<file path="src/hdl/bpmc_pkg.sv">
// Package: register map, fields, modes and structs of the battery power mode controller
package bpmc_pkg;

  // ----------------------------------------
  // Register offsets (byte addresses)
  // ----------------------------------------
  localparam logic [3:0] BPMC_OFS_CTRL   = 4'h0;
  localparam logic [3:0] BPMC_OFS_MODE   = 4'h4;
  localparam logic [3:0] BPMC_OFS_STATUS = 4'h8;
  localparam logic [3:0] BPMC_OFS_MASK   = 4'hC;

  // ----------------------------------------
  // Control fields
  // ----------------------------------------
  localparam int BPMC_CTRL_DISP_BIT  = 6;
  localparam int BPMC_CTRL_SLEEP_BIT = 7;
  localparam int BPMC_CTRL_BOOST_LSB = 8;
  localparam logic [1:0] BPMC_BOOST_PLL_ON = 2'h2;

  // ----------------------------------------
  // Status / wake cause fields
  // ----------------------------------------
  localparam int BPMC_ST_TIMER = 0;
  localparam int BPMC_ST_PB    = 1;
  localparam int BPMC_ST_PIN_A = 2;
  localparam int BPMC_ST_PIN_B = 3;
  localparam int BPMC_ST_PIN_C = 4;
  localparam int BPMC_ST_RX    = 5;
  localparam int BPMC_ST_ORX   = 6;
  localparam int BPMC_ST_FAIL  = 7;
  localparam int BPMC_ST_W     = 8;

  localparam logic [31:0] BPMC_CTRL_RST   = 32'h0000_0000;
  localparam logic [7:0]  BPMC_MASK_RST   = 8'h00;
  localparam logic [31:0] BPMC_UNMAPPED_RD = 32'h0000_0000;

  typedef enum logic [1:0] {
    BPMC_MISSION, BPMC_BROWNOUT, BPMC_DISPLAY, BPMC_SLEEP
  } bpmc_mode_t;

  typedef struct packed {
    logic timer_expired;
    logic pushbutton;
    logic pin_a;
    logic pin_b;
    logic pin_c;
    logic serial_rx;
    logic optical_rx;
  } bpmc_wake_t;

  typedef struct packed {
    logic adc_enable;
    logic engine_enable;
    logic pll_enable;
    logic mpu_clock_enable;
  } bpmc_power_t;

endpackage

</file>
<file path="src/hdl/bpmc_top.sv">
// Top of the battery power mode controller: mode machine, registers, interrupt
// Summary of operation
// - Mission mode whenever system supply good and PLL locked; only metering mode.
// - Supply-good flag clears when comparator reports supply below 2.8 V.
// - Supply lost and flag low forces brownout without processor action.
// - Mission/brownout changes keep processor clocked, never reset it.
// - In brownout, processor may request display-only or sleep via control bits.
// - Brownout disables supply-fed resources: ADC and compute engine.
// - Brownout keeps PLL at mission frequency.
// - Supply return moves any battery mode back to mission.
// - Wake-up on battery enters brownout.
// - Sleep entered only from brownout; display-only from brownout or mission, under processor control.
// - Timer, pushbutton, pin rising edge or receive activity wake to brownout.
// - Cause of each wake-up recorded in readable status.
// - Display-only request in mission gives momentary display mode then wake.
// - Display mode keeps PLL only when boost select equals 10.
`timescale 1ns/1ps
module bpmc_top (
  // Clock and reset
  input  wire logic                 ref_clk,
  input  wire logic                 srst,
  // Avalon-MM slave
  input  wire logic [3:0]           avs_address,
  input  wire logic                 avs_read,
  input  wire logic                 avs_write,
  input  wire logic [31:0]          avs_writedata,
  input  wire logic [3:0]           avs_byteenable,
  output      logic [31:0]          avs_readdata,
  output      logic                 avs_waitrequest,
  // Supply and clock status
  input  wire logic                 supply_above_threshold,
  input  wire logic                 pll_locked,
  // Wake sources
  input  wire bpmc_pkg::bpmc_wake_t wake_in,
  // Power gating and status
  output      bpmc_pkg::bpmc_power_t power_en,
  output      bpmc_pkg::bpmc_mode_t  mode,
  output      logic                 system_supply_good,
  output      logic                 irq
);
  import bpmc_pkg::*;

  // ----------------------------------------
  // Bus slave
  // ----------------------------------------
  // One wait cycle on every access keeps read data registered
  logic        ack_r;
  logic [31:0] rdata_r;
  logic [31:0] ctrl_r;
  logic [7:0]  status_r;
  logic [7:0]  mask_r;
  logic        supply_good_r;
  bpmc_mode_t  mode_r;
  bpmc_mode_t  mode_nxt;

  wire req      = avs_read | avs_write;
  wire acc      = req & ack_r;
  wire wr_ctrl  = avs_write & ack_r & (avs_address == BPMC_OFS_CTRL);
  wire wr_stat  = avs_write & ack_r & (avs_address == BPMC_OFS_STATUS);
  wire wr_mask  = avs_write & ack_r & (avs_address == BPMC_OFS_MASK);

  function automatic logic [31:0] be_merge(input logic [31:0] old_v, input logic [31:0] new_v,
                                           input logic [3:0] be);
    logic [31:0] r;
    r = old_v;
    for (int i = 0; i < 4; i++) begin
      if (be[i]) begin
        r[i*8 +: 8] = new_v[i*8 +: 8];
      end
    end
    return r;
  endfunction

  wire [31:0] ctrl_wr_v = be_merge(ctrl_r, avs_writedata, avs_byteenable);
  wire [31:0] stat_wr_v = be_merge(32'h0000_0000, avs_writedata, avs_byteenable);
  wire [31:0] mask_wr_v = be_merge({24'h00_0000, mask_r}, avs_writedata, avs_byteenable);

  logic [31:0] rd_mux;
  always_comb begin
    unique case (avs_address)
      BPMC_OFS_CTRL:   rd_mux = ctrl_r;
      BPMC_OFS_MODE:   rd_mux = {29'h000_0000, supply_good_r, mode_r};
      BPMC_OFS_STATUS: rd_mux = {24'h00_0000, status_r};
      BPMC_OFS_MASK:   rd_mux = {24'h00_0000, mask_r};
      default:         rd_mux = BPMC_UNMAPPED_RD;
    endcase
  end

  always_ff @(posedge ref_clk) begin
    if (srst) begin
      ack_r   <= 1'b0;
      rdata_r <= 32'h0000_0000;
    end else begin
      ack_r   <= req & ~ack_r;
      rdata_r <= rd_mux;
    end
  end

  assign avs_waitrequest = req & ~ack_r;
  assign avs_readdata    = rdata_r;

  // ----------------------------------------
  // Supply flag and wake detection
  // ----------------------------------------
  bpmc_wake_t wake_evt;
  bpmc_wake_detect u_wake (
    .ref_clk  (ref_clk),
    .srst     (srst),
    .wake_in  (wake_in),
    .wake_evt (wake_evt)
  );

  always_ff @(posedge ref_clk) begin
    if (srst) begin
      supply_good_r <= 1'b0;
    end else begin
      supply_good_r <= supply_above_threshold;
    end
  end

  wire disp_req  = ctrl_r[BPMC_CTRL_DISP_BIT];
  wire sleep_req = ctrl_r[BPMC_CTRL_SLEEP_BIT];
  wire [1:0] boost_sel = ctrl_r[BPMC_CTRL_BOOST_LSB +: 2];
  wire any_wake  = |wake_evt;
  wire low_mode  = (mode_r == BPMC_DISPLAY) || (mode_r == BPMC_SLEEP);

  // ----------------------------------------
  // Mode machine
  // ----------------------------------------
  always_comb begin
    mode_nxt = mode_r;
    unique case (mode_r)
      BPMC_MISSION: begin
        if (!supply_good_r) begin
          mode_nxt = BPMC_BROWNOUT;
        end else if (disp_req) begin
          mode_nxt = BPMC_DISPLAY;
        end
      end
      BPMC_BROWNOUT: begin
        if (supply_good_r && pll_locked) begin
          mode_nxt = BPMC_MISSION;
        end else if (sleep_req) begin
          mode_nxt = BPMC_SLEEP;
        end else if (disp_req) begin
          mode_nxt = BPMC_DISPLAY;
        end
      end
      BPMC_DISPLAY, BPMC_SLEEP: begin
        if (supply_good_r && pll_locked) begin
          mode_nxt = BPMC_MISSION;
        end else if (any_wake || supply_good_r) begin
          // Supply up but PLL not locked: wake to brownout until the PLL relocks
          mode_nxt = BPMC_BROWNOUT;
        end
      end
    endcase
  end

  // Request bits self-clear on leaving a low mode so a wake is not re-entered
  wire clr_reqs = low_mode && (mode_nxt != mode_r);

  always_ff @(posedge ref_clk) begin
    if (srst) begin
      mode_r <= BPMC_BROWNOUT;
    end else begin
      mode_r <= mode_nxt;
    end
  end

  always_ff @(posedge ref_clk) begin
    if (srst) begin
      ctrl_r <= BPMC_CTRL_RST;
    end else if (wr_ctrl) begin
      ctrl_r <= ctrl_wr_v;
    end else if (clr_reqs) begin
      ctrl_r[BPMC_CTRL_DISP_BIT]  <= 1'b0;
      ctrl_r[BPMC_CTRL_SLEEP_BIT] <= 1'b0;
    end
  end

  // ----------------------------------------
  // Wake cause status and interrupt
  // ----------------------------------------
  wire [6:0] cause = wake_evt & {7{low_mode}};
  wire       fail  = (mode_r == BPMC_MISSION) && (mode_nxt == BPMC_BROWNOUT);
  wire [7:0] set_v = {fail, cause[0], cause[1], cause[2], cause[3], cause[4], cause[5],
                      cause[6]};

  always_ff @(posedge ref_clk) begin
    if (srst) begin
      status_r <= '0;
      mask_r   <= BPMC_MASK_RST;
    end else begin
      // Set wins over write-one-to-clear
      status_r <= (status_r & ~(wr_stat ? stat_wr_v[7:0] : 8'h00)) | set_v;
      if (wr_mask) begin
        mask_r <= mask_wr_v[7:0];
      end
    end
  end

  assign irq = |(status_r & mask_r);

  // ----------------------------------------
  // Power gating
  // ----------------------------------------
  assign power_en.adc_enable       = (mode_r == BPMC_MISSION);
  assign power_en.engine_enable    = (mode_r == BPMC_MISSION);
  assign power_en.pll_enable       = (mode_r == BPMC_MISSION) || (mode_r == BPMC_BROWNOUT) ||
                                     ((mode_r == BPMC_DISPLAY) &&
                                      (boost_sel == BPMC_BOOST_PLL_ON));
  assign power_en.mpu_clock_enable = (mode_r == BPMC_MISSION) ||
                                     (mode_r == BPMC_BROWNOUT);
  assign mode               = mode_r;
  assign system_supply_good = supply_good_r;
endmodule // bpmc_top

</file>
<file path="src/hdl/bpmc_wake_detect.sv">
// Wake source detector: edge detection on wake pins, activity on receive inputs
`timescale 1ns/1ps
module bpmc_wake_detect (
  // Clock and reset
  input  wire logic                ref_clk,
  input  wire logic                srst,
  // Raw wake inputs
  input  wire bpmc_pkg::bpmc_wake_t wake_in,
  // Detected events, one cycle per edge or toggle; the timer event follows its input for as long as it is high
  output      bpmc_pkg::bpmc_wake_t wake_evt
);
  import bpmc_pkg::*;

  bpmc_wake_t prev_r;
  bpmc_wake_t evt_r;
  bpmc_wake_t evt_nxt;

  // Pins and pushbutton wake on a rising edge; receive lines idle high, so any toggle
  // counts as activity. The timer is already a pulse source.
  assign evt_nxt.timer_expired = wake_in.timer_expired;
  assign evt_nxt.pushbutton    = wake_in.pushbutton & ~prev_r.pushbutton;
  assign evt_nxt.pin_a         = wake_in.pin_a & ~prev_r.pin_a;
  assign evt_nxt.pin_b         = wake_in.pin_b & ~prev_r.pin_b;
  assign evt_nxt.pin_c         = wake_in.pin_c & ~prev_r.pin_c;
  assign evt_nxt.serial_rx     = wake_in.serial_rx ^ prev_r.serial_rx;
  assign evt_nxt.optical_rx    = wake_in.optical_rx ^ prev_r.optical_rx;

  always_ff @(posedge ref_clk) begin
    if (srst) begin
      // Receive lines rest high; a zero history would fake activity after reset
      prev_r <= '{serial_rx: 1'b1, optical_rx: 1'b1, default: 1'b0};
      evt_r  <= '0;
    end else begin
      prev_r <= wake_in;
      evt_r  <= evt_nxt;
    end
  end

  assign wake_evt = evt_r;

endmodule // bpmc_wake_detect

</file>
<file path="config.mk">
export PLATFORM = sky130hd
export DESIGN_NAME = bpmc_top
export DESIGN_NICKNAME = d
export VERILOG_FILES = /design/src/hdl/bpmc_pkg.sv /design/src/hdl/bpmc_top.sv /design/src/hdl/bpmc_wake_detect.sv
export SDC_FILE = /design/constraint.sdc
export NUM_CORES = 1
export LEC_CHECK = 0
export BUFFER_PORTS_ARGS = -buffer_cell sky130_fd_sc_hd__clkbuf_2
export CORE_UTILIZATION = 40
export CTS_CLUSTER_SIZE = 30
export DETAILED_ROUTE_END_ITERATION = 6
export GPL_ROUTABILITY_DRIVEN = 0
export PLACE_DENSITY = 0.67
export SLEW_MARGIN = 20
export SYNTH_ARGS = -nofsm -noshare
export SYNTH_HDL_FRONTEND = slang
export SYNTH_SLANG_ARGS = --single-unit
</file>
<file path="constraint.sdc">
create_clock -name ref_clk -period 2.15 [get_ports ref_clk]
set_input_delay 0.43 -clock ref_clk [delete_from_list [all_inputs] [get_ports ref_clk]]
set_output_delay 0.43 -clock ref_clk [all_outputs]
set_load 0.03 [all_outputs]
</file>
---- Yosys cells after proc, flatten, opt, wreduce, memory -nomap -nowiden ----
Cells that the tools add are included.
cells by class
  bitwise logic cells ..................... 22
  reductions and logical operators ........ 20
  muxes and demuxes ....................... 13
  equality and inequality tests ........... 10
operator list
  cell                                                              number
  32-bit one-hot mux with 4 select lines                            1
  8-bit 2-to-1 mux                                                  3
  8-bit AND                                                         2
  2-bit 2-to-1 mux                                                  8
  2-bit AND reduction                                               6
  1-bit AND                                                         9
  4-bit == test (second input constant)                             2
  8-bit inverter                                                    1
  8-bit OR                                                          1
  8-bit OR reduction                                                1
  7-bit AND                                                         1
  7-bit OR reduction                                                1
  2-bit == test (second input constant)                             3
  2-bit one-hot mux with 3 select lines                             1
  1-bit inverter                                                    5
  2-bit by 1-bit == test with 1-bit output (second input constant)  2
  4-bit by 3-bit == test with 1-bit output (second input constant)  1
  1-bit logical AND                                                 4
  4-bit zero test                                                   1
  1-bit logical OR                                                  4
  2-bit zero test                                                   1
  2-bit inequality test                                             1
  2-bit inequality test (second input constant)                     1
  2-bit nonzero test                                                1
  3 further kinds                                                   4
storage, ports and cells
  output and inout bits ................... 41
  bits in registers ....................... 97
  input port bits ......................... 53
  logic and storage cells ................. 89

---- Depth between registers and ports, before layout ----
  depth in word-level cells ............... 9
  depth in mapped cells ................... 6
  gate-level depth less buffers ........... 5

---- Hierarchy ----
Synthesis repeated with hierarchy kept, for this count alone.
unflattened totals
  cell total of the unflattened synthesis .. 330
  area total of the unflattened synthesis .. 3502.1 um2
modules (own cells, without submodules)
  module            area each (um2)  cells each  times used
  bpmc_top          3138.0           302         1
  bpmc_wake_detect  364.1            28          1

---- Least setup slack after synthesis ----
OpenSTA, ideal clock, no wires.
  path kind ............................... input port to flip-flop
  from .................................... in avs_address[1]
  to ...................................... reg ctrl_r[6]
  arrival time ............................ 1760 ps
  buffers on the path ..................... 0
  required time ........................... 2089 ps
  setup slack ............................. 329 ps
  stages .................................. 5
  path through ............................ or2_1 nor4_4 mux2_1 o22ai_1 a32o_1
on the way
  word-level cells in the longest chain between the ends .. 4
  elaborated cells on any way between the ends .. 6
  classes of those cells .................. eq/ne: 1; mux: 1; bitwise: 1; reduce/logical: 3
ends and longest elaborated chain
  what                                                                          line             text
  start, declared                                                               bpmc_top.sv:23   input wire logic [3:0] avs_address,
  4-bit zero test (*)                                                           bpmc_top.sv:58   wire wr_ctrl = avs_write & ack_r & (avs_address == BPMC_OFS_CTRL);
  1-bit AND (*)                                                                 bpmc_top.sv:58
  2-bit inequality test (no source line) or 2-bit nonzero test (tied branches)  -
  2-bit AND reduction (no source line)                                          -
  end signal, assigned                                                          bpmc_top.sv:175  ctrl_r <= ctrl_wr_v;
  end, declared                                                                 bpmc_top.sv:49   logic [31:0] ctrl_r;
Every way passes the cells marked *; elsewhere a longest branch is shown, timed or not.
A chain may end at the register's enable or synchronous reset.

==> impl_metrics.toml <==
[grt]
grt_overflow = 0
grt_pass1_wl_mm = 11.99
grt.total_usage_pct = 17.65
antenna_found_initial = 0
first_global_vias = 2526
grt_max_degree = 62

[synthesis]
synthSimpleGateAreaFrac_pct = 22.68
synth_cells = 355
synth_xor_area_share_pct = 0.5106
synth_edf_count = 0
synth_top_family_by_area = "simple AND/OR/NAND/NOR gates"
synth-warning-count = 0
synth_compound_area_share_pct = 9.701
synthTopCellsByArea = "dfxtp_1 (57%), mux2i_1 (4.4%), nand2_1 (4.3%), and2_1 (4.2%), a21oi_1 (3.9%)"
synth_seq_cells = 97
syn_avg_cell_area_um2 = 9.664
synth.most_common_cell = "dfxtp_1"
synth_fa_ha_area_share_pct = 0
yosysUniqueCellTypes = 36
ys_top_cells_by_count = "dfxtp_1 (97), nand2_1 (39), nor2_1 (36)"
synthMuxAreaShare_pct = 7.659
synth_top_area_cell = "dfxtp_1"
synth_nets = 408
synth-main-ff-cell = "dfxtp_1"
syn_area_um2 = 3431
synthArstFlopShare_pct = 0
synth_top_area_share_pct = 56.60
yosysSeqAreaShare_pct = 56.60

[sta]
tightest_slew_ns = 0.5012
finalHoldViolations = 0
tns_ns = 0
hold_ws_ns = 0.2905
fin_crit_sh_pct = 82.47
finalCriticalPeriod_ns = 1.773
setup_violations = 0
slew_viol_final = 0
maxSlewHeadroom_pct = 66.51
fin_skew_ns = 0.008051
grt_setup_unrepaired = "no"
fmax_ghz = 0.5640

[cts]
cts_resized = 0
post-cts-setup-buffers = 0
cts_sinks = 97
path_clk_slew_ns = 0.08
tritoncts = "done"
clockRootBuffer = "clkbuf_8"
htreeDepth = 3
clk_latency_ns = 0.34
clk_path_buf_depth = 2
cts_hold_buf = 0
cts_made_buffers = 9

[setup_path]
critical-path-max-stage-delay_ns = 0.43
cp_cell_sequence = "o31ai_1 > clkbuf_2"
crit_type = "reg -> out"
path_max_fanout = 9
cp-end-kind = "output pin"
startpoint_type = "flip-flop"
worst_ep_arrival_time_ns = 1.34
cp_slowest_cell = "dfxtp_1"
required_ns = 1.72

[placed_design]
place_area_um2 = 4040
io_buffer_count = 93
dp_hpwl_mm = 5.432

[route]
vias_per_cell = 4.966
detail-route-antenna-nets = 0
wl_per_cell_um = 13.67
drtIter0Drc = 156
vias = 2776
first_pass_iters = 5
wl_mm = 7.643
drc = 0

[floorplan]
core_area_um2 = 8258
num_rows = 33
die_area_um2 = 8951
dieHeight_um = 94.61
die_w_um = 94.61
pin_count = 94
initial_core_util_pct = 41.55

[finish]
drive_above_1_share_pct = 29.07
area_growth_pct = 24.40
fin_area_um2 = 4268
fin_nets = 503
antennaDiodeCount = 0
utilization_pct = 51.68

[flow_run]
maxCapViolations = 0

[power_and_ir_drop]
pwr_density_cell_nw_per_um2 = 774.2
ir_drop_uv = 377.1
leakage_nw = 1.844

[min_path]
hp-class = "in -> reg"

[run_status]
status = "finished clean"
## cells by family (layout without fill, tap and decap cells)
family	count (synthesis)	after routing
muxes	23	23
AOI/OAI and AO/OA	53	53
DFF	97	97
xor gates and xnor gates	2	2
buffers and inverters	24	123
and+or+nand+nor	156	156
## area by class of cell
cell class                      instances  area [um^2]
Tap cell                              105        131.4
Timing Repair Buffer                  104        560.5
Sequential cell                        97         1942
Clock inverter                          4        76.32
Inverter                                4        15.01
Clock buffer                           11        151.4
Multi-Input combinational cell        234         1391
Fill cell                             796         3990
## path summary, 6_finish.rpt
kind | startpoint | endpoint | slack, ns | cells after the start
min reg2reg | u_wake.prev_r[2] | u_wake.wake_evt[2] | 0.38 | 1
min | wake_in[6] | u_wake.wake_evt[6] | 0.29 | 2
max | mode[0] | power_en[1] | 0.38 | 2
max reg2reg | mode[0] | ctrl_r[6] | 0.59 | 5
## through the flow
stage	total power, mW	instances	worst slack (ns)
5_1_grt	3.430	559	0.3369
6_report	3.304	559	0.3770
3_5_place_dp	2.045	544	0.1994
4_1_cts	3.331	559	0.3885
3_3_place_gp	2.043	544	0.2695
2_1_floorplan	1.954	355	0.3292
## placed cells by master, fill, tap and decap left out, types with 2 or more instances in the layout
| master | count |
|---|---|
| or3_1 | 2 |
| clkbuf_2 | 93 |
| clkbuf_8 | 11 |
| or2_2 | 3 |
| mux4_2 | 2 |
| mux2i_1 | 15 |
| o21ai_0 | 2 |
| a21oi_1 | 27 |
| and2_1 | 23 |
| nand2_1 | 39 |
| inv_1 | 4 |
| nor2_1 | 36 |
| buf_4 | 10 |
| nand3_1 | 27 |
| dfxtp_1 | 97 |
| bufinv_16 | 2 |
| mux2_2 | 5 |
| nor4_1 | 2 |
| xnor2_1 | 2 |
| a22oi_1 | 17 |
| nor2b_1 | 13 |
| nor3_1 | 3 |
| a32o_1 | 2 |
## worst max-delay path, delay by kind of cell, from the launching register on
family	cells	cell delay [ns]
DFF	1	0.43
buffers and inverters	1	0.26
AOI/OAI and AO/OA	1	0.31
## metal layers
metal  vias up  wire length (um)  share of wire [%]  GRT usage (%)
met2        81              3552                 46          27.82
met1      1287              3480                 46          23.45
met4         0               104                1.4          6.061
met5         -                 0                  0              0
li1       1401                 -                  -              -
met3         7               506                6.6          4.428
## power by group
| group | total [mW] | internal (mW) | switching (mW) |
|---|---|---|---|
| clock network | 1.30 | 0.715 | 0.587 |
| registers | 1.83 | 1.82 | 0.0155 |
| logic | 0.172 | 0.0727 | 0.0991 |
## sequential cells by signal, indices dropped and copies added (netlist names)
signal,count
system_supply_good,1
mode,2
status_r,8
avs_readdata,32
mask_r,8
ack_r,1
u_wake.wake_evt,7
ctrl_r,32
u_wake.prev_r,6
Note: power is estimated with default switching activity, not from simulation.
